### src/shared/sltsr_regs.svh
`ifndef SLTSR_REGS_SVH
`define SLTSR_REGS_SVH
// register indices; byte address is four times the index
`define SLTSR_IDX_LINK_EN   12'h200
`define SLTSR_IDX_TEST      12'h205
`define SLTSR_IDX_IDENT     12'h206
`define SLTSR_IDX_COMMA     12'h207
`define SLTSR_IDX_STATUS    12'h208
`define SLTSR_IDX_IRQ_STAT  12'h210
`define SLTSR_IDX_IRQ_MASK  12'h211
// field positions in the status register
`define SLTSR_ST_LINK_UP    6
`define SLTSR_ST_SYNC       5
`define SLTSR_ST_REALIGN    4
`define SLTSR_ST_MULTIFRAME_PHASE_SET_FLAG    3
`define SLTSR_ST_PLL        2
// reset values
`define SLTSR_RST_LINK_EN   1'b1
`define SLTSR_RST_TEST      4'h0
`define SLTSR_RST_IDENT     8'h00
`define SLTSR_RST_COMMA     2'h0
`define SLTSR_RST_IRQ_MASK  4'h0
// characters
`define SLTSR_K28_0         8'h1c
`define SLTSR_K28_1         8'h3c
`define SLTSR_K28_3         8'h7c
`define SLTSR_K28_4         8'h9c
`define SLTSR_K28_5         8'hbc
`define SLTSR_K28_7         8'hfc
`define SLTSR_D21_5         8'hb5
`endif

### src/shared/sltsr_pkg.sv
package sltsr_pkg;
  // test pattern selector codes
  typedef enum logic [3:0] {
    SLTSR_TP_NORMAL = 4'h0, SLTSR_TP_PRBS7 = 4'h1, SLTSR_TP_PRBS15 = 4'h2,
    SLTSR_TP_PRBS23 = 4'h3, SLTSR_TP_RAMP  = 4'h4, SLTSR_TP_TRANSP = 4'h5,
    SLTSR_TP_D215   = 4'h6, SLTSR_TP_K285  = 4'h7, SLTSR_TP_ILA    = 4'h8,
    SLTSR_TP_RPAT   = 4'h9, SLTSR_TP_LOW   = 4'ha, SLTSR_TP_HIGH   = 4'hb
  } sltsr_tp_t;
  // one octet on a lane, before 8b/10b
  typedef struct packed {
    logic       is_k;
    logic [7:0] d;
  } sltsr_word_t;
  // apb request group
  typedef struct packed {
    logic        psel;
    logic        penable;
    logic        pwrite;
    logic [15:0] paddr;
    logic [31:0] pwdata;
  } sltsr_apb_req_t;
endpackage

### src/sltsr_top.sv
// The implementer's own choice: the APB register port.
`timescale 1ns/1ps
`include "sltsr_regs.svh"
module sltsr_top import sltsr_pkg::*; #(
  parameter int LANES   = 4,
  parameter int LMFC_LEN = 32,
  parameter int FRM_LEN  = 2
) (
  input  wire logic           ref_clk,
  input  wire logic           srst,
  input  wire logic           psel,
  input  wire logic           penable,
  input  wire logic           pwrite,
  input  wire logic [15:0]    paddr,
  input  wire logic [31:0]    pwdata,
  output logic                pready,
  output logic [31:0]         prdata,
  output logic                pslverr,
  input  wire logic           sync_n_pin,
  input  wire logic           sysref_pin,
  input  wire logic           pll_lock_pin,
  input  wire logic           link_up,
  input  wire sltsr_word_t    conv_data,
  input  wire logic           conv_frame_end,
  output sltsr_word_t [2*LANES-1:0] lane_out,
  output logic                ser_force_en,
  output logic                ser_force_val,
  output logic                ser_pwr_dn,
  output logic                link_clk_en,
  output logic                lmfc_edge,
  output logic                irq
);
  localparam int LW = $clog2(LMFC_LEN);
  localparam int FW = $clog2(FRM_LEN) + 1;

  //////////////////////////////////////////////////////////////////
  // registers
  logic        link_en_ff;
  logic [3:0]  test_sel_ff;
  logic [7:0]  ident_ff;
  logic [1:0]  comma_sel_ff;
  logic        realign_ff;
  logic        multiframe_phase_set_flag_ff;
  logic        armed_ff;
  logic [3:0]  irq_stat_ff;
  logic [3:0]  irq_mask_ff;
  logic [31:0] prdata_ff;
  logic [2:0]  sync_sh_ff;
  logic [2:0]  sref_sh_ff;
  logic [2:0]  pll_sh_ff;
  logic        sync_n_q_ff;
  logic        sref_q_ff;
  logic        pll_q_ff;
  logic [LW-1:0] lmfc_ff;
  logic [1:0]  mf_ff;
  logic [22:0] prbs_ff;
  logic [7:0]  ramp_ff;
  logic [2:0]  rpat_ff;
  logic [FW-1:0] frm_ff;
  logic [7:0]  last_eof_ff;
  sltsr_word_t [2*LANES-1:0] lane_ff;

  //////////////////////////////////////////////////////////////////
  // bus decode
  function automatic logic hit(input logic [15:0] a, input logic [11:0] idx);
    hit = (a[15:2] == {2'h0, idx}) && (a[1:0] == 2'h0);
  endfunction

  wire        setup_ph = psel && !penable;
  wire        wr_acc   = psel && penable && pwrite;
  wire        h_en     = hit(paddr, `SLTSR_IDX_LINK_EN);
  wire        h_test   = hit(paddr, `SLTSR_IDX_TEST);
  wire        h_ident  = hit(paddr, `SLTSR_IDX_IDENT);
  wire        h_comma  = hit(paddr, `SLTSR_IDX_COMMA);
  wire        h_stat   = hit(paddr, `SLTSR_IDX_STATUS);
  wire        h_istat  = hit(paddr, `SLTSR_IDX_IRQ_STAT);
  wire        h_imask  = hit(paddr, `SLTSR_IDX_IRQ_MASK);
  wire        h_any    = h_en | h_test | h_ident | h_comma | h_stat | h_istat | h_imask;

  assign pready  = 1'b1;
  assign pslverr = psel && penable && !h_any;
  assign prdata  = prdata_ff;

  //////////////////////////////////////////////////////////////////
  // pin synchronisers: change taken once stages two and three agree
  always_ff @(posedge ref_clk) begin
    if (srst) begin
      sync_sh_ff <= 3'h7;
      sref_sh_ff <= 3'h0;
      pll_sh_ff  <= 3'h0;
    end else begin
      sync_sh_ff <= {sync_sh_ff[1:0], sync_n_pin};
      sref_sh_ff <= {sref_sh_ff[1:0], sysref_pin};
      pll_sh_ff  <= {pll_sh_ff[1:0], pll_lock_pin};
    end
  end

  wire nxt_sync_n = (sync_sh_ff[1] == sync_sh_ff[2]) ? sync_sh_ff[2] : sync_n_q_ff;
  wire nxt_sref   = (sref_sh_ff[1] == sref_sh_ff[2]) ? sref_sh_ff[2] : sref_q_ff;
  wire nxt_pll    = (pll_sh_ff[1] == pll_sh_ff[2]) ? pll_sh_ff[2] : pll_q_ff;

  always_ff @(posedge ref_clk) begin
    if (srst) begin
      sync_n_q_ff <= 1'b1;
      sref_q_ff   <= 1'b0;
      pll_q_ff    <= 1'b0;
    end else begin
      sync_n_q_ff <= nxt_sync_n;
      sref_q_ff   <= nxt_sref;
      pll_q_ff    <= nxt_pll;
    end
  end

  //////////////////////////////////////////////////////////////////
  // sysref and multiframe clock; counter held while disabled
  wire sref_evt    = nxt_sref && !sref_q_ff && link_en_ff;
  wire lmfc_wrap   = (lmfc_ff == LW'(LMFC_LEN - 1));
  wire phase_shift = sref_evt && (lmfc_ff != '0);

  always_ff @(posedge ref_clk) begin
    if (srst || !link_en_ff) begin
      lmfc_ff <= '0;
      mf_ff   <= 2'h0;
    end else if (sref_evt) begin
      lmfc_ff <= '0;
      mf_ff   <= 2'h0;
    end else begin
      lmfc_ff <= lmfc_wrap ? '0 : lmfc_ff + 1'b1;
      mf_ff   <= lmfc_wrap ? mf_ff + 2'h1 : mf_ff;
    end
  end

  assign lmfc_edge   = link_en_ff && (lmfc_ff == '0);
  assign ser_pwr_dn  = !link_en_ff;
  assign link_clk_en = link_en_ff;

  //////////////////////////////////////////////////////////////////
  // sticky status flags; set wins over a write-one clear
  wire wr_stat   = wr_acc && h_stat;
  wire clr_rea   = wr_stat && pwdata[`SLTSR_ST_REALIGN];
  wire clr_ali   = wr_stat && pwdata[`SLTSR_ST_MULTIFRAME_PHASE_SET_FLAG];
  wire set_ali   = sref_evt && armed_ff;

  always_ff @(posedge ref_clk) begin
    if (srst) begin
      realign_ff <= 1'b0;
      multiframe_phase_set_flag_ff <= 1'b0;
      armed_ff   <= 1'b1;
    end else begin
      realign_ff <= phase_shift | (realign_ff & ~clr_rea);
      multiframe_phase_set_flag_ff <= set_ali | (multiframe_phase_set_flag_ff & ~clr_ali);
      armed_ff   <= link_en_ff ? (armed_ff & ~sref_evt) : 1'b1;
    end
  end

  //////////////////////////////////////////////////////////////////
  // interrupt: realign, multiframe_phase_set_flag, sync asserted, pll lock lost
  wire [3:0] irq_evt = {pll_q_ff & ~nxt_pll, sync_n_q_ff & ~nxt_sync_n, set_ali, phase_shift};
  wire [3:0] irq_clr = (wr_acc && h_istat) ? pwdata[3:0] : 4'h0;

  always_ff @(posedge ref_clk) begin
    if (srst) begin
      irq_stat_ff <= 4'h0;
    end else begin
      irq_stat_ff <= irq_evt | (irq_stat_ff & ~irq_clr);
    end
  end

  assign irq = |(irq_stat_ff & irq_mask_ff);

  //////////////////////////////////////////////////////////////////
  // writable registers
  always_ff @(posedge ref_clk) begin
    if (srst) begin
      link_en_ff   <= `SLTSR_RST_LINK_EN;
      test_sel_ff  <= `SLTSR_RST_TEST;
      ident_ff     <= `SLTSR_RST_IDENT;
      comma_sel_ff <= `SLTSR_RST_COMMA;
      irq_mask_ff  <= `SLTSR_RST_IRQ_MASK;
    end else if (wr_acc) begin
      if (h_en)    link_en_ff   <= pwdata[0];
      if (h_test)  test_sel_ff  <= pwdata[3:0];
      if (h_ident) ident_ff     <= {pwdata[7:1], 1'b0};
      if (h_comma) comma_sel_ff <= pwdata[1:0];
      if (h_imask) irq_mask_ff  <= pwdata[3:0];
    end
  end

  //////////////////////////////////////////////////////////////////
  // read data, latched in the setup phase
  wire [7:0] status_rd = {1'b0, link_up, sync_n_q_ff, realign_ff,
                          multiframe_phase_set_flag_ff, pll_q_ff, 2'b00};
  wire [7:0] rd_mux =
      h_en    ? {7'h00, link_en_ff} :
      h_test  ? {4'h0, test_sel_ff} :
      h_ident ? ident_ff :
      h_comma ? {6'h00, comma_sel_ff} :
      h_stat  ? status_rd :
      h_istat ? {4'h0, irq_stat_ff} :
      h_imask ? {4'h0, irq_mask_ff} : 8'h00;

  always_ff @(posedge ref_clk) begin
    if (srst) begin
      prdata_ff <= 32'h0;
    end else if (setup_ph) begin
      prdata_ff <= {24'h0, rd_mux};
    end
  end

  //////////////////////////////////////////////////////////////////
  // pattern sources
  function automatic logic [30:0] prbs8(input logic [22:0] s, input logic [1:0] ord);
    logic [22:0] st;
    logic [7:0]  oct;
    logic        fb;
    st  = s;
    oct = 8'h00;
    for (int i = 0; i < 8; i++) begin
      fb  = (ord == 2'd1) ? (st[6] ^ st[5]) :
            (ord == 2'd2) ? (st[14] ^ st[13]) : (st[22] ^ st[17]);
      st  = {st[21:0], fb};
      oct = {oct[6:0], fb};
    end
    prbs8 = {st, oct};
  endfunction

  function automatic logic [7:0] comma_of(input logic [1:0] sel);
    case (sel)
      2'd1:    comma_of = `SLTSR_K28_1;
      2'd2:    comma_of = `SLTSR_K28_5;
      default: comma_of = `SLTSR_K28_7;
    endcase
  endfunction

  // short repeating jitter pattern table
  function automatic logic [7:0] rpat_of(input logic [2:0] i);
    case (i)
      3'd0:    rpat_of = 8'hbe;
      3'd1:    rpat_of = 8'hd7;
      3'd2:    rpat_of = 8'h23;
      3'd3:    rpat_of = 8'h47;
      3'd4:    rpat_of = 8'h6b;
      3'd5:    rpat_of = 8'h8f;
      3'd6:    rpat_of = 8'hb3;
      default: rpat_of = 8'h14;
    endcase
  endfunction

  wire [30:0] prbs_nxt  = prbs8(prbs_ff, test_sel_ff[1:0]);
  wire        frm_last  = conv_frame_end;
  wire        eof_repl  = frm_last && !conv_data.is_k && (conv_data.d == last_eof_ff);

  always_ff @(posedge ref_clk) begin
    if (srst || !link_en_ff) begin
      prbs_ff     <= 23'h7fffff;
      ramp_ff     <= 8'h00;
      rpat_ff     <= 3'h0;
      frm_ff      <= '0;
      last_eof_ff <= 8'h00;
    end else begin
      prbs_ff     <= prbs_nxt[30:8];
      ramp_ff     <= ramp_ff + 8'h01;
      rpat_ff     <= rpat_ff + 3'h1;
      frm_ff      <= (frm_ff == FW'(FRM_LEN - 1)) ? '0 : frm_ff + 1'b1;
      if (frm_last) last_eof_ff <= conv_data.d;
    end
  end

  //////////////////////////////////////////////////////////////////
  // per-lane octet selection; upper half of lanes is link B
  assign ser_force_en  = link_en_ff && ((test_sel_ff == SLTSR_TP_LOW) ||
                                        (test_sel_ff == SLTSR_TP_HIGH));
  assign ser_force_val = (test_sel_ff == SLTSR_TP_HIGH);

  for (genvar g = 0; g < 2 * LANES; g++) begin : g_lane
    wire [7:0]   lid   = (g >= LANES) ? ident_ff + 8'h01 : ident_ff;
    sltsr_word_t w_ila;
    sltsr_word_t w_sel;
    // initial lane alignment multiframes, identifier after /Q/
    always_comb begin
      w_ila = '{is_k: 1'b0, d: 8'h00};
      if (lmfc_ff == '0) begin
        w_ila = '{is_k: 1'b1, d: `SLTSR_K28_0};
      end else if (lmfc_wrap) begin
        w_ila = '{is_k: 1'b1, d: `SLTSR_K28_3};
      end else if (mf_ff == 2'd1 && lmfc_ff == LW'(1)) begin
        w_ila = '{is_k: 1'b1, d: `SLTSR_K28_4};
      end else if (mf_ff == 2'd1 && lmfc_ff == LW'(2)) begin
        w_ila = '{is_k: 1'b0, d: lid};
      end
    end
    always_comb begin
      case (test_sel_ff)
        SLTSR_TP_NORMAL: begin
          w_sel = eof_repl ? sltsr_word_t'{is_k: 1'b1, d: comma_of(comma_sel_ff)}
                           : conv_data;
        end
        SLTSR_TP_PRBS7, SLTSR_TP_PRBS15, SLTSR_TP_PRBS23: begin
          w_sel = '{is_k: 1'b0, d: prbs_nxt[7:0]};
        end
        SLTSR_TP_RAMP:   w_sel = '{is_k: 1'b0, d: ramp_ff};
        SLTSR_TP_TRANSP: w_sel = '{is_k: 1'b0, d: {4'(g), 4'(frm_ff)}};
        SLTSR_TP_D215:   w_sel = '{is_k: 1'b0, d: `SLTSR_D21_5};
        SLTSR_TP_K285:   w_sel = '{is_k: 1'b1, d: `SLTSR_K28_5};
        SLTSR_TP_ILA:    w_sel = w_ila;
        SLTSR_TP_RPAT:   w_sel = '{is_k: 1'b0, d: rpat_of(rpat_ff)};
        SLTSR_TP_LOW:    w_sel = '{is_k: 1'b0, d: 8'h00};
        SLTSR_TP_HIGH:   w_sel = '{is_k: 1'b0, d: 8'hff};
        default:         w_sel = '{is_k: 1'b0, d: 8'h00};
      endcase
    end
    always_ff @(posedge ref_clk) begin
      if (srst || !link_en_ff) begin
        lane_ff[g] <= '{is_k: 1'b0, d: 8'h00};
      end else begin
        lane_ff[g] <= w_sel;
      end
    end
  end

  assign lane_out = lane_ff;

  //////////////////////////////////////////////////////////////////
  // checks
  a_ident_even: assert property (@(posedge ref_clk) disable iff (srst)
    ident_ff[0] == 1'b0) else $error("identifier bit zero set");
  a_link_b_ident: assert property (@(posedge ref_clk) disable iff (srst)
    (link_en_ff && test_sel_ff == SLTSR_TP_ILA && mf_ff == 2'd1 && lmfc_ff == LW'(2)
     && $stable(test_sel_ff))
    |=> lane_out[LANES].d == lane_out[0].d + 8'h01) else $error("link b ident wrong");
  a_k285_lane: assert property (@(posedge ref_clk) disable iff (srst)
    (link_en_ff && test_sel_ff == SLTSR_TP_K285) [*2]
    |-> lane_out[0] == sltsr_word_t'{is_k: 1'b1, d: `SLTSR_K28_5}) else $error("k28.5 missing");
  a_force_high: assert property (@(posedge ref_clk) disable iff (srst)
    (link_en_ff && test_sel_ff == SLTSR_TP_HIGH) |-> ser_force_en && ser_force_val)
    else $error("outputs not forced high");
  a_realign_set: assert property (@(posedge ref_clk) disable iff (srst)
    phase_shift |=> realign_ff) else $error("realign flag not set");
  a_multiframe_phase_set_flag_first: assert property (@(posedge ref_clk) disable iff (srst)
    (sref_evt && armed_ff) |=> multiframe_phase_set_flag_ff && !armed_ff)
    else $error("multiframe_phase_set_flag flag missed first sysref");
  a_zero_write_keep: assert property (@(posedge ref_clk) disable iff (srst)
    (wr_stat && !pwdata[`SLTSR_ST_MULTIFRAME_PHASE_SET_FLAG]) |=> multiframe_phase_set_flag_ff == $past(multiframe_phase_set_flag_ff) || $past(set_ali))
    else $error("multiframe_phase_set_flag changed by zero write");
  a_sync_mirror: assert property (@(posedge ref_clk) disable iff (srst)
    (setup_ph && h_stat) |=> prdata[`SLTSR_ST_SYNC] == $past(sync_n_q_ff))
    else $error("sync status wrong");
  a_disabled_hold: assert property (@(posedge ref_clk) disable iff (srst)
    !link_en_ff |=> (lmfc_ff == '0) && (lane_out == '0))
    else $error("lmfc not held");
  a_pll_read: assert property (@(posedge ref_clk) disable iff (srst)
    (setup_ph && h_stat) |=> prdata[`SLTSR_ST_PLL] == $past(pll_q_ff))
    else $error("pll status wrong");
  a_comma_repl: assert property (@(posedge ref_clk) disable iff (srst)
    (link_en_ff && test_sel_ff == SLTSR_TP_NORMAL && eof_repl && comma_sel_ff == 2'd1)
    |=> lane_out[0] == sltsr_word_t'{is_k: 1'b1, d: `SLTSR_K28_1}) else $error("comma not inserted");

  c_ila_run:   cover property (@(posedge ref_clk) link_en_ff && test_sel_ff == SLTSR_TP_ILA
                               && mf_ff == 2'd3);
  c_realign:   cover property (@(posedge ref_clk) phase_shift);
  c_eof_repl:  cover property (@(posedge ref_clk) link_en_ff && eof_repl);
  c_irq:       cover property (@(posedge ref_clk) irq);
endmodule

### config.mk
export PLATFORM = sky130hd
export DESIGN_NAME = sltsr_top
export DESIGN_NICKNAME = d
export VERILOG_FILES = /design/src/shared/sltsr_pkg.sv /design/src/sltsr_top.sv
export VERILOG_INCLUDE_DIRS = /design/src /design/src/shared
export SDC_FILE = /design/constraint.sdc
export NUM_CORES = 1
export LEC_CHECK = 0
export BUFFER_PORTS_ARGS = -buffer_cell sky130_fd_sc_hd__buf_2
export CORE_ASPECT_RATIO = 1.25
export CORE_MARGIN = 3
export CORE_UTILIZATION = 56
export DETAILED_ROUTE_END_ITERATION = 8
export GPL_TIMING_DRIVEN = 1
export PLACE_DENSITY = 0.86
export SLEW_MARGIN = 20
export SYNTH_ARGS = -nofsm -noshare
export SYNTH_HDL_FRONTEND = slang
export SYNTH_SLANG_ARGS = --single-unit
export TNS_END_PERCENT = 100
### constraint.sdc
create_clock -name ref_clk -period 4.78 [get_ports ref_clk]
set_input_delay 0.239 -clock ref_clk [delete_from_list [all_inputs] [get_ports ref_clk]]
set_output_delay 0.239 -clock ref_clk [all_outputs]
set_load 0.05 [all_outputs]
==> impl_metrics.json, run 1 <==
{
  "outcome": "complete, no violations",
  "drc": 0,
  "ant_nets": 0,
  "synth_ff_type": "dfxtp_1",
  "p_leak_uw": 0.002762,
  "die_w_um": 98.09,
  "initial_core_util": 0.5814,
  "wl_met3_mm": 1.328,
  "cts_setup_buffers": 0,
  "dr.first_iter.drc_count": 295,
  "utilization": 0.6305,
  "ys_seq_area_frac": 0.3676,
  "cts_resized": 0,
  "cts-buffers-inserted": 9,
  "cp-start-kind": "register",
  "top_layer_used": "met4",
  "drive_gt1_frac": 0.2403,
  "synthTopCellsByCount": "dfxtp_1 (109), buf_4 (84), nor2_1 (64)",
  "rsz0062_at_grt": "false",
  "io_pins": 179,
  "die_area_um2": 11880,
  "setup-violations-final": 0,
  "m1WireLength_mm": 5.609,
  "period_needed_ns": 2.646,
  "maxSlewViolCount": 0,
  "via_per_inst": 5.830,
  "finalClockSkew_ns": 0.007949,
  "h-tree-depth": 3,
  "hold_viol": 0,
  "worst_slack_ns": 2.134,
  "tns_ns": 0,
  "synth_cell_type_count": 65,
  "total_power_uw": 2180,
  "vdd_ir_drop_max_uv": 229.1,
  "fin_nets": 820,
  "required_ns": 5.00,
  "wl_met2_mm": 7.272,
  "clock_sink_count": 109,
  "cts_hold_buffers": 0,
  "synthTopCellsByArea": "dfxtp_1 (37%), buf_4 (11%), mux2i_1 (6.6%), nor2_1 (4.0%), xnor2_1 (3.1%)",
  "slew_headroom": 0.3874,
  "yosysTopAreaCellShare": 0.3676,
  "cp-end-kind": "register",
  "syn_avg_cell_area_um2": 8.678,
  "pre_cts_ws_ns": 2.254,
  "grt_max_degree": 42,
  "fmax_mhz": 378.0,
  "p_per_area_nw_per_um2": 338.6,
  "synth_most_common_cell": "dfxtp_1",
  "port_buffers": 129,
  "critical_path.max_fanout": 9,
  "ys_warn_count": 0,
  "coreArea_um2": 10210,
  "synth_edf_count": 0,
  "dp_hpwl_mm": 11.02,
  "cp.arrival_ns": 2.86,
  "vias": 5095,
  "wl_per_cell_um": 16.79,
  "criticalPathCategory": "reg -> reg",
  "clk_latency_ns": 0.35,
  "grt_use_total": 0.2443,
  "grt_pass1_wl_mm": 23.29,
  "async_reset_ff_frac": 0,
  "fp-row-count": 41,
  "routed_wirelength_mm": 14.68,
  "gp_congestion": 0.9417,
  "num_antenna_cells": 0,
  "drt_pass1_iterations": 5,
  "dpl.cell_count": 858,
  "hold_path_class": "in -> reg",
  "cts-root-buf": "clkbuf_16",
  "die_y_um": 121.1,
  "min_period_over_period": 0.5535,
  "drv_cap": 0,
  "syn_area_um2": 5936,
  "grt_overflow": 0,
  "grt_pass1_vias": 4837,
  "syn_to_final_growth_pct": 8.432,
  "synth_seq_cells": 109,
  "tightest_slew_ns": 0.9061,
  "synthCells": 684,
  "final-instance-count-excl-fill": 874,
  "cts_tree": "done",
  "netlist.top_cell.by_area": "dfxtp_1",
  "grt_antenna_before_repair": 0,
  "n_fill_cell": 862,
  "cts.reportedPaths.clkPinSlew_ns": 0.07,
  "clockBufferDepth": 2
}
==> through the flow <==
step	hold slack (ns)	instance area (um^2)
final	0.07495	6436
after global routing	0.07737	6436
after global placement	0.3923	6112
after CTS	0.06887	6436
after floorplan	0.3428	6022
after detailed placement	0.4029	6112
==> cell families (layout without fill, tap and decap cells) <==
family,Yosys count,after routing,synth area share
and+or+nand+nor,231,231,0.2087
buffers and inverters,132,170,0.1379
AOI/OAI and AO/OA,118,118,0.1320
DFF,109,109,0.3676
muxes,40,40,0.06766
xor gates and xnor gates,39,39,0.05755
adders and majority gates,13,13,0.02740
other,2,25,0.001265
==> placed cells by master (no fill, tap or decap), types with 4 or more instances in the layout <==
| cell | instances |
|---|---|
| a211oi_1 | 7 |
| a21oi_1 | 26 |
| a22oi_1 | 8 |
| a31oi_1 | 8 |
| a41oi_1 | 4 |
| and2_1 | 6 |
| and3_1 | 7 |
| buf_2 | 129 |
| clkbuf_16 | 9 |
| conb_1 | 25 |
| dfxtp_1 | 109 |
| ha_1 | 13 |
| inv_1 | 22 |
| mux2i_1 | 39 |
| nand2_1 | 46 |
| nand2b_1 | 10 |
| nand3_1 | 15 |
| nor2_1 | 64 |
| nor2b_1 | 11 |
| nor3_1 | 11 |
| nor4_1 | 4 |
| nor4b_1 | 4 |
| o211ai_1 | 6 |
| o21ai_0 | 22 |
| o21ai_1 | 4 |
| o22ai_1 | 4 |
| o311ai_0 | 4 |
| or2_2 | 21 |
| xnor2_1 | 21 |
| xor2_1 | 18 |
==> sequential cells by signal (all words and copies together), names as in the netlist, 3 cells and up <==
name         count
ramp_ff          8
sref_sh_ff       3
last_eof_ff      8
lane_out        13
irq_stat_ff      4
lmfc_ff          5
g_lane.lid       7
rpat_ff          3
prbs_ff         23
sync_sh_ff       3
pll_sh_ff        3
irq_mask_ff      4
prdata           8
test_sel_ff      4
==> final timing paths <==
path,from,endpoint,slack [ns],depth (start not counted)
setup / recovery,lmfc_ff[0],lane_out[13],2.13,7
hold / removal,sync_n_pin,sync_sh_ff[0],0.07,2
setup reg to reg,lmfc_ff[0],lane_out[13],2.13,7
hold reg to reg,sync_sh_ff[0],sync_sh_ff[1],0.42,1
==> where the power goes <==
group	switching, uW	total, uW	leakage, uW	internal [uW]
combinational	280	387	0.00171	107
sequential	38.2	983	0.000893	944
clock	348	810	0.000156	462
==> critical path, stage by stage (launching register included) <==
cell and delay, ns:
dfxtp_1 0.36, ha_1 0.24, and3_1 0.19, ha_1 0.30, a211oi_1 0.46, o21ai_0 0.21, a2111oi_0 0.60, a31oi_1 0.16
==> routing by layer <==
metal / GRT usage / up-vias
li1: - / 2380
met1: 0.2774 / 2398
met2: 0.4425 / 281
met3: 0.04485 / 36
met4: 0.1091 / 0
met5: 0 / -
==> layout make-up <==
type,count,area [um^2],share of cell area
Multi-Input combinational cell,466,3022,0.4695
Sequential cell,109,2182,0.3390
Timing Repair Buffer,131,660.6,0.1026
Clock buffer,9,225.2,0.03499
Tap cell,129,161.4,0.02508
Clock inverter,7,98.84,0.01536
Inverter,23,86.33,0.01341
No activity file was read; power rests on OpenSTA's default activity.
==> inputs of run 2 (changes only) <==
--- a/config.mk
+++ b/config.mk
@@ -6,13 +6,14 @@
 export SDC_FILE = /design/constraint.sdc
 export NUM_CORES = 1
 export LEC_CHECK = 0
+export ABC_AREA = 1
 export BUFFER_PORTS_ARGS = -buffer_cell sky130_fd_sc_hd__buf_2
 export CORE_ASPECT_RATIO = 1.25
 export CORE_MARGIN = 3
-export CORE_UTILIZATION = 56
+export CORE_UTILIZATION = 52
 export DETAILED_ROUTE_END_ITERATION = 8
 export GPL_TIMING_DRIVEN = 1
-export PLACE_DENSITY = 0.86
+export PLACE_DENSITY = 0.81
 export SLEW_MARGIN = 20
 export SYNTH_ARGS = -nofsm -noshare
 export SYNTH_HDL_FRONTEND = slang
==> constraint.sdc (replaced) <==
create_clock -name ref_clk -period 2.7 [get_ports ref_clk]
set_input_delay 0.135 -clock ref_clk [delete_from_list [all_inputs] [get_ports ref_clk]]
set_output_delay 0.135 -clock ref_clk [all_outputs]
set_load 0.05 [all_outputs]
==> impl_metrics.json, run 2 <==
{
  "outcome": "complete, no violations",
  "num_antenna_cells": 0,
  "grt_pass1_vias": 4740,
  "critPathBufInv": 1,
  "fmax_mhz": 521.2,
  "total_power_uw": 3843,
  "yosysTopAreaCellShare": 0.3683,
  "synth_ff_type": "dfxtp_1",
  "wl_per_cell_um": 12.90,
  "cpPeakStageDelay_ns": 0.35,
  "syn_area_um2": 5924,
  "cts_tree": "done",
  "cp_slowest_cell": "dfxtp_1",
  "switching_share": 0.3036,
  "tns_ns": 0,
  "synth_seq_cells": 109,
  "synthCells": 852,
  "die_y_um": 125.3,
  "p_leak_uw": 0.003227,
  "tightest_slew_ns": 0.5046,
  "n_fill_cell": 1058,
  "grt_antenna_before_repair": 0,
  "grt_pass1_wl_mm": 21.53,
  "wl_met3_um": 843,
  "layout_commonest_cell": "nand2_1",
  "grt_use_total": 0.2076,
  "largest-register": "prbs_ff",
  "io_pins": 179,
  "dr.first_iter.drc_count": 260,
  "grt_max_degree": 36,
  "synth_most_common_cell": "nand2_1",
  "p_per_area_nw_per_um2": 588.4,
  "synth_edf_count": 0,
  "syn_avg_cell_area_um2": 6.954,
  "mostFrequentLayoutCells": "nand2_1 (165), buf_2 (129), dfxtp_1 (109), inv_1 (108), nor2_1 (87)",
  "async_reset_ff_frac": 0,
  "synthTopCellsByCount": "nand2_1 (165), dfxtp_1 (109), inv_1 (108)",
  "port_buffers": 129,
  "cp.arrival_ns": 2.15,
  "wl_met2_mm": 6.897,
  "drt_pass1_iterations": 5,
  "finalClockSkew_ns": 0.01219,
  "ant_nets": 0,
  "gp_congestion": 0.9301,
  "crit_top_cell": "a21oi_1",
  "top_layer_used": "met4",
  "initial_core_util": 0.5446,
  "coreArea_um2": 10880,
  "cts-buffers-inserted": 9,
  "maxSlewViolCount": 0,
  "drive_gt1_frac": 0.1935,
  "p_seq_frac": 0.450,
  "cp-start-kind": "register",
  "comb_power_share": 0.172,
  "cp-end-kind": "register",
  "cts-root-buf": "clkbuf_16",
  "netlist.top_cell.by_area": "dfxtp_1",
  "utilization": 0.6003,
  "slew_headroom": 0.6624,
  "m1WireLength_mm": 5.622,
  "setup-violations-final": 0,
  "ys_seq_area_frac": 0.3683,
  "required_ns": 2.94,
  "die_area_um2": 12720,
  "via_per_inst": 5.123,
  "largest_reg_flops": 23,
  "criticalPathCategory": "reg -> reg",
  "pwr-share-clk": 0.378,
  "vias": 5441,
  "h-tree-depth": 3,
  "switchingPower_uw": 1167,
  "crit_family": "compound AO/OA/AOI/OAI gates",
  "path_cells": "ha_1 > nand2_1 > nor2_1 > ha_1 > inv_1 > nand3_1 > a21oi_1 > nand3_1 > a21oi_1 > a21oi_1",
  "drv_cap": 0,
  "syn_to_final_growth_pct": 10.22,
  "clock_sink_count": 109,
  "drc": 0,
  "cts_setup_buffers": 0,
  "rsz0062_at_grt": "false",
  "synthTopCellsByArea": "dfxtp_1 (37%), buf_4 (11%), nand2_1 (10%), inv_1 (6.8%), a21oi_1 (6.1%)",
  "grt_overflow": 0,
  "ys_warn_count": 0,
  "hold_path_class": "in -> reg",
  "cts.reportedPaths.clkPinSlew_ns": 0.08,
  "critical_path.max_fanout": 6,
  "fp-row-count": 42,
  "fin_nets": 1005,
  "hold_viol": 0,
  "synth_cell_type_count": 39,
  "clk_latency_ns": 0.35,
  "clockBufferDepth": 2,
  "dp_hpwl_mm": 10.77,
  "vdd_ir_drop_max_uv": 414.5,
  "min_period_over_period": 0.7106,
  "period_needed_ns": 1.919,
  "die_w_um": 101.5,
  "routed_wirelength_mm": 13.71,
  "internal-power_uw": 2676
}
[run 2: cell count changes after synthesis, sizes merged, moves of 14 or more]
| cell | change |
|---|---|
| o21ai | +30 |
| a21oi | +46 |
| nand4 | +16 |
| mux2i | -39 |
| nand3 | +37 |
| nor2 | +30 |
| nand2 | +124 |
| xnor2 | -14 |
| inv | +92 |
[run 2: layer usage]
| layer | vias to the layer above | GRT usage |
|---|---|---|
| met4 | 0 | 0.07825 |
| met1 | 2451 | 0.2491 |
| li1 | 2760 | - |
| met5 | - | 0 |
| met2 | 202 | 0.3640 |
| met3 | 28 | 0.03565 |
[run 2: stage by stage]
step	setup WS (ns)	cell area, um^2	hold slack, ns	instances
after CTS	0.8080	6530	0.05671	1062
final	0.7815	6530	0.05891	1062
after global placement	0.8560	6167	0.3219	1043
after detailed placement	0.8230	6167	0.3221	1043
after floorplan	0.3266	6011	0.2388	875
after global routing	0.5611	6530	0.07687	1062
[run 2: worst paths after layout]
path                                      from             end  slack, ns  depth (start not counted)
worst max register to register      lmfc_ff[0]    lane_out[57]       0.78                         10
worst min-delay path            conv_frame_end  last_eof_ff[1]       0.06                          2
worst min register to register   sref_sh_ff[0]   sref_sh_ff[1]       0.40                          2
worst max-delay path                lmfc_ff[0]    lane_out[57]       0.78                         10
[run 2: power groups by stage]
stage	registers (uW)	logic, uW	clock network [uW]
after floorplan	1790	568	0
final	1730	661	1450
after detailed placement	1770	657	0
after global routing	1740	717	1530
after global placement	1760	649	0
after CTS	1730	662	1460
[run 2: kinds of logic (layout without fill, tap and decap cells)]
family | Yosys count | in the layout | synth area share
buffers and inverters | 212 | 267 | 0.1892
and+or+nand+nor | 360 | 360 | 0.2680
adders and majority gates | 13 | 13 | 0.02746
DFF | 109 | 109 | 0.3683
AOI/OAI and AO/OA | 143 | 143 | 0.1265
other | 2 | 25 | 0.001268
xor gates and xnor gates | 13 | 13 | 0.01922
[run 2: area by class of cell]
type | count | area (um^2) | area share
clock buffer | 10 | 239.0 | 0.03660
clock inverter | 6 | 93.84 | 0.01437
inverter | 115 | 436.7 | 0.06687
multi-input combinational | 554 | 2708 | 0.4146
sequential | 109 | 2182 | 0.3342
tap | 132 | 165.2 | 0.02529
timing repair buffer | 136 | 705.7 | 0.1081
[run 2: timing repair]
action | 4_1_cts | 5_1_grt
hold buffers | 3 | 0
gates resized for setup | 0 | 0
endpoints found under the hold margin | 3 | 0
setup endpoints to repair | 0 | 0
==> inputs of run 3 (changes only) <==
==> constraint.sdc (replaced) <==
create_clock -name ref_clk -period 2 [get_ports ref_clk]
set_input_delay 0.1 -clock ref_clk [delete_from_list [all_inputs] [get_ports ref_clk]]
set_output_delay 0.1 -clock ref_clk [all_outputs]
set_load 0.05 [all_outputs]
==> impl_metrics.json, run 3 (synthesis gave the netlist of run 2 again) <==
{
  "coreArea_um2": 10880,
  "layout_commonest_cell": "nand2_1",
  "holdWs_ns": 0.03364,
  "tns_ns": 0,
  "setup-violations-final": 0,
  "path_cells": "ha_1 > nand2_1 > nor2_1 > ha_1 > inv_2 > nand3_1 > nand2_1 > nand4_1 > nor2_1 > nand2_1 > nand2_1 > nand2_1",
  "initial_core_util": 0.5446,
  "drt_pass1_iterations": 4,
  "grt_use_total": 0.2180,
  "gp_congestion": 1.009,
  "clk_latency_ns": 0.35,
  "die_area_um2": 12720,
  "rsz0062_at_grt": "false",
  "syn_to_final_growth_pct": 10.29,
  "grt_antenna_before_repair": 0,
  "port_buffers": 129,
  "vias": 5428,
  "cts.reportedPaths.clkPinSlew_ns": 0.08,
  "dp_hpwl_mm": 10.96,
  "grt_pass1_wl_mm": 22.47,
  "cts-buffers-inserted": 9,
  "ant_nets": 0,
  "maxSlewViolCount": 0,
  "total_power_uw": 4984,
  "cts_setup_buffers": 0,
  "dr.first_iter.drc_count": 232,
  "outcome": "complete, no violations",
  "criticalPathCategory": "reg -> reg",
  "cp_slowest_cell": "dfxtp_1",
  "cp-start-kind": "register",
  "die_y_um": 125.3,
  "die_w_um": 101.5,
  "cp.arrival_ns": 2.04,
  "clockBufferDepth": 2,
  "min_period_over_period": 0.8942,
  "largest_reg_flops": 23,
  "hold_viol": 0,
  "cts-root-buf": "clkbuf_16",
  "io_pins": 179,
  "n_fill_cell": 1026,
  "cp-end-kind": "register",
  "vdd_ir_drop_max_uv": 557.5,
  "critical_path.max_fanout": 6,
  "p_leak_uw": 0.003215,
  "mostFrequentLayoutCells": "nand2_1 (165), buf_2 (129), dfxtp_1 (107), inv_1 (106), nor2_1 (87)",
  "required_ns": 2.25,
  "drv_cap": 0,
  "crit_top_cell": "nand2_1",
  "grt_pass1_vias": 4935,
  "drc": 0,
  "crit_family": "simple AND/OR/NAND/NOR gates",
  "wl_per_cell_um": 13.04,
  "grt_max_degree": 24,
  "grt_overflow": 0,
  "routed_wirelength_mm": 13.90,
  "largest-register": "prbs_ff",
  "multi_input_area_um2": 2719,
  "finalClockSkew_ns": 0.006048,
  "cts_tree": "done",
  "final-seq-area_um2": 2185,
  "num_antenna_cells": 0,
  "p_per_area_nw_per_um2": 762.9,
  "via_per_inst": 5.092,
  "critPathBufInv": 1,
  "fp-row-count": 42,
  "drive_gt1_frac": 0.2034,
  "cpPeakStageDelay_ns": 0.35,
  "clock_sink_count": 109,
  "hold_path_class": "in -> reg",
  "fmax_mhz": 559.2,
  "period_needed_ns": 1.788,
  "fin_nets": 1009,
  "h-tree-depth": 3
}
[run 3: cell count changes in the layout (fill, tap and decap cells not counted), moves of 2 or more]
| cell | change |
|---|---|
| inv_8 | +2 |
| clkinv_4 | -2 |
| dfxtp_1 | -2 |
| inv_1 | -2 |
| clkinvlp_4 | +2 |
| bufinv_16 | -2 |
| inv_6 | +2 |
| dfxtp_2 | +2 |
| buf_4 | +4 |
[run 3: worst paths after layout]
check / startpoint / endpoint / slack (ns) / cells past startpoint
hold / removal: srst / pll_sh_ff[0] / 0.03 / 2
hold reg to reg: pll_sh_ff[0] / pll_sh_ff[1] / 0.41 / 2
setup reg to reg: lmfc_ff[0] / lane_out[13] / 0.21 / 12
setup / recovery: lmfc_ff[0] / lane_out[13] / 0.21 / 12
[run 3: per-layer routing]
layer	track usage	up-vias	share of wire
met5	0	-	0
met4	0.08529	0	0.025
met3	0.02451	23	0.055
met2	0.3941	193	0.51
met1	0.2577	2438	0.41
li1	-	2774	-
[run 3: through the flow]
step / utilization / area [um^2] / std cells / setup slack [ns]
after floorplan: - / 6027 / 875 / 0.1305
after global placement: 0.5712 / 6213 / 1047 / 0.2211
after detailed placement: 0.5712 / 6213 / 1047 / 0.1701
after CTS: 0.6005 / 6533 / 1066 / 0.1594
after global routing: 0.6006 / 6534 / 1066 / 0.03044
final: 0.6006 / 6534 / 1066 / 0.2116
[run 3: worst reg2reg max path, delay by kind of cell, from the launching register on]
kind	cells	cell delay [ns]
flip-flops	1	0.35
adder cells (fa/ha/maj)	2	0.43
buffers and inverters	1	0.11
AND/OR/NAND/NOR	9	0.78
[run 3: repair_timing]
item                                    CTS  global route
endpoints found under the setup margin    0             3
hold endpoints to repair                  3             0
hold buffers                              3             0
gates resized for setup                   0             2
[run 3: layout make-up]
class / count / area share
repair buffers: 140 / 0.1126
clock inverters: 7 / 0.009766
clock buffers: 9 / 0.03447
multi-input cells: 554 / 0.4161
well taps: 132 / 0.02528
inverters: 115 / 0.06741
flip-flops and latches: 109 / 0.3344
[run 3: power breakdown]
part | internal, uW | switching, uW | leakage (uW) | total (uW)
clock | 877 | 870 | 0.000137 | 1750
combinational | 218 | 682 | 0.00218 | 900
sequential | 2260 | 79.7 | 0.000893 | 2340
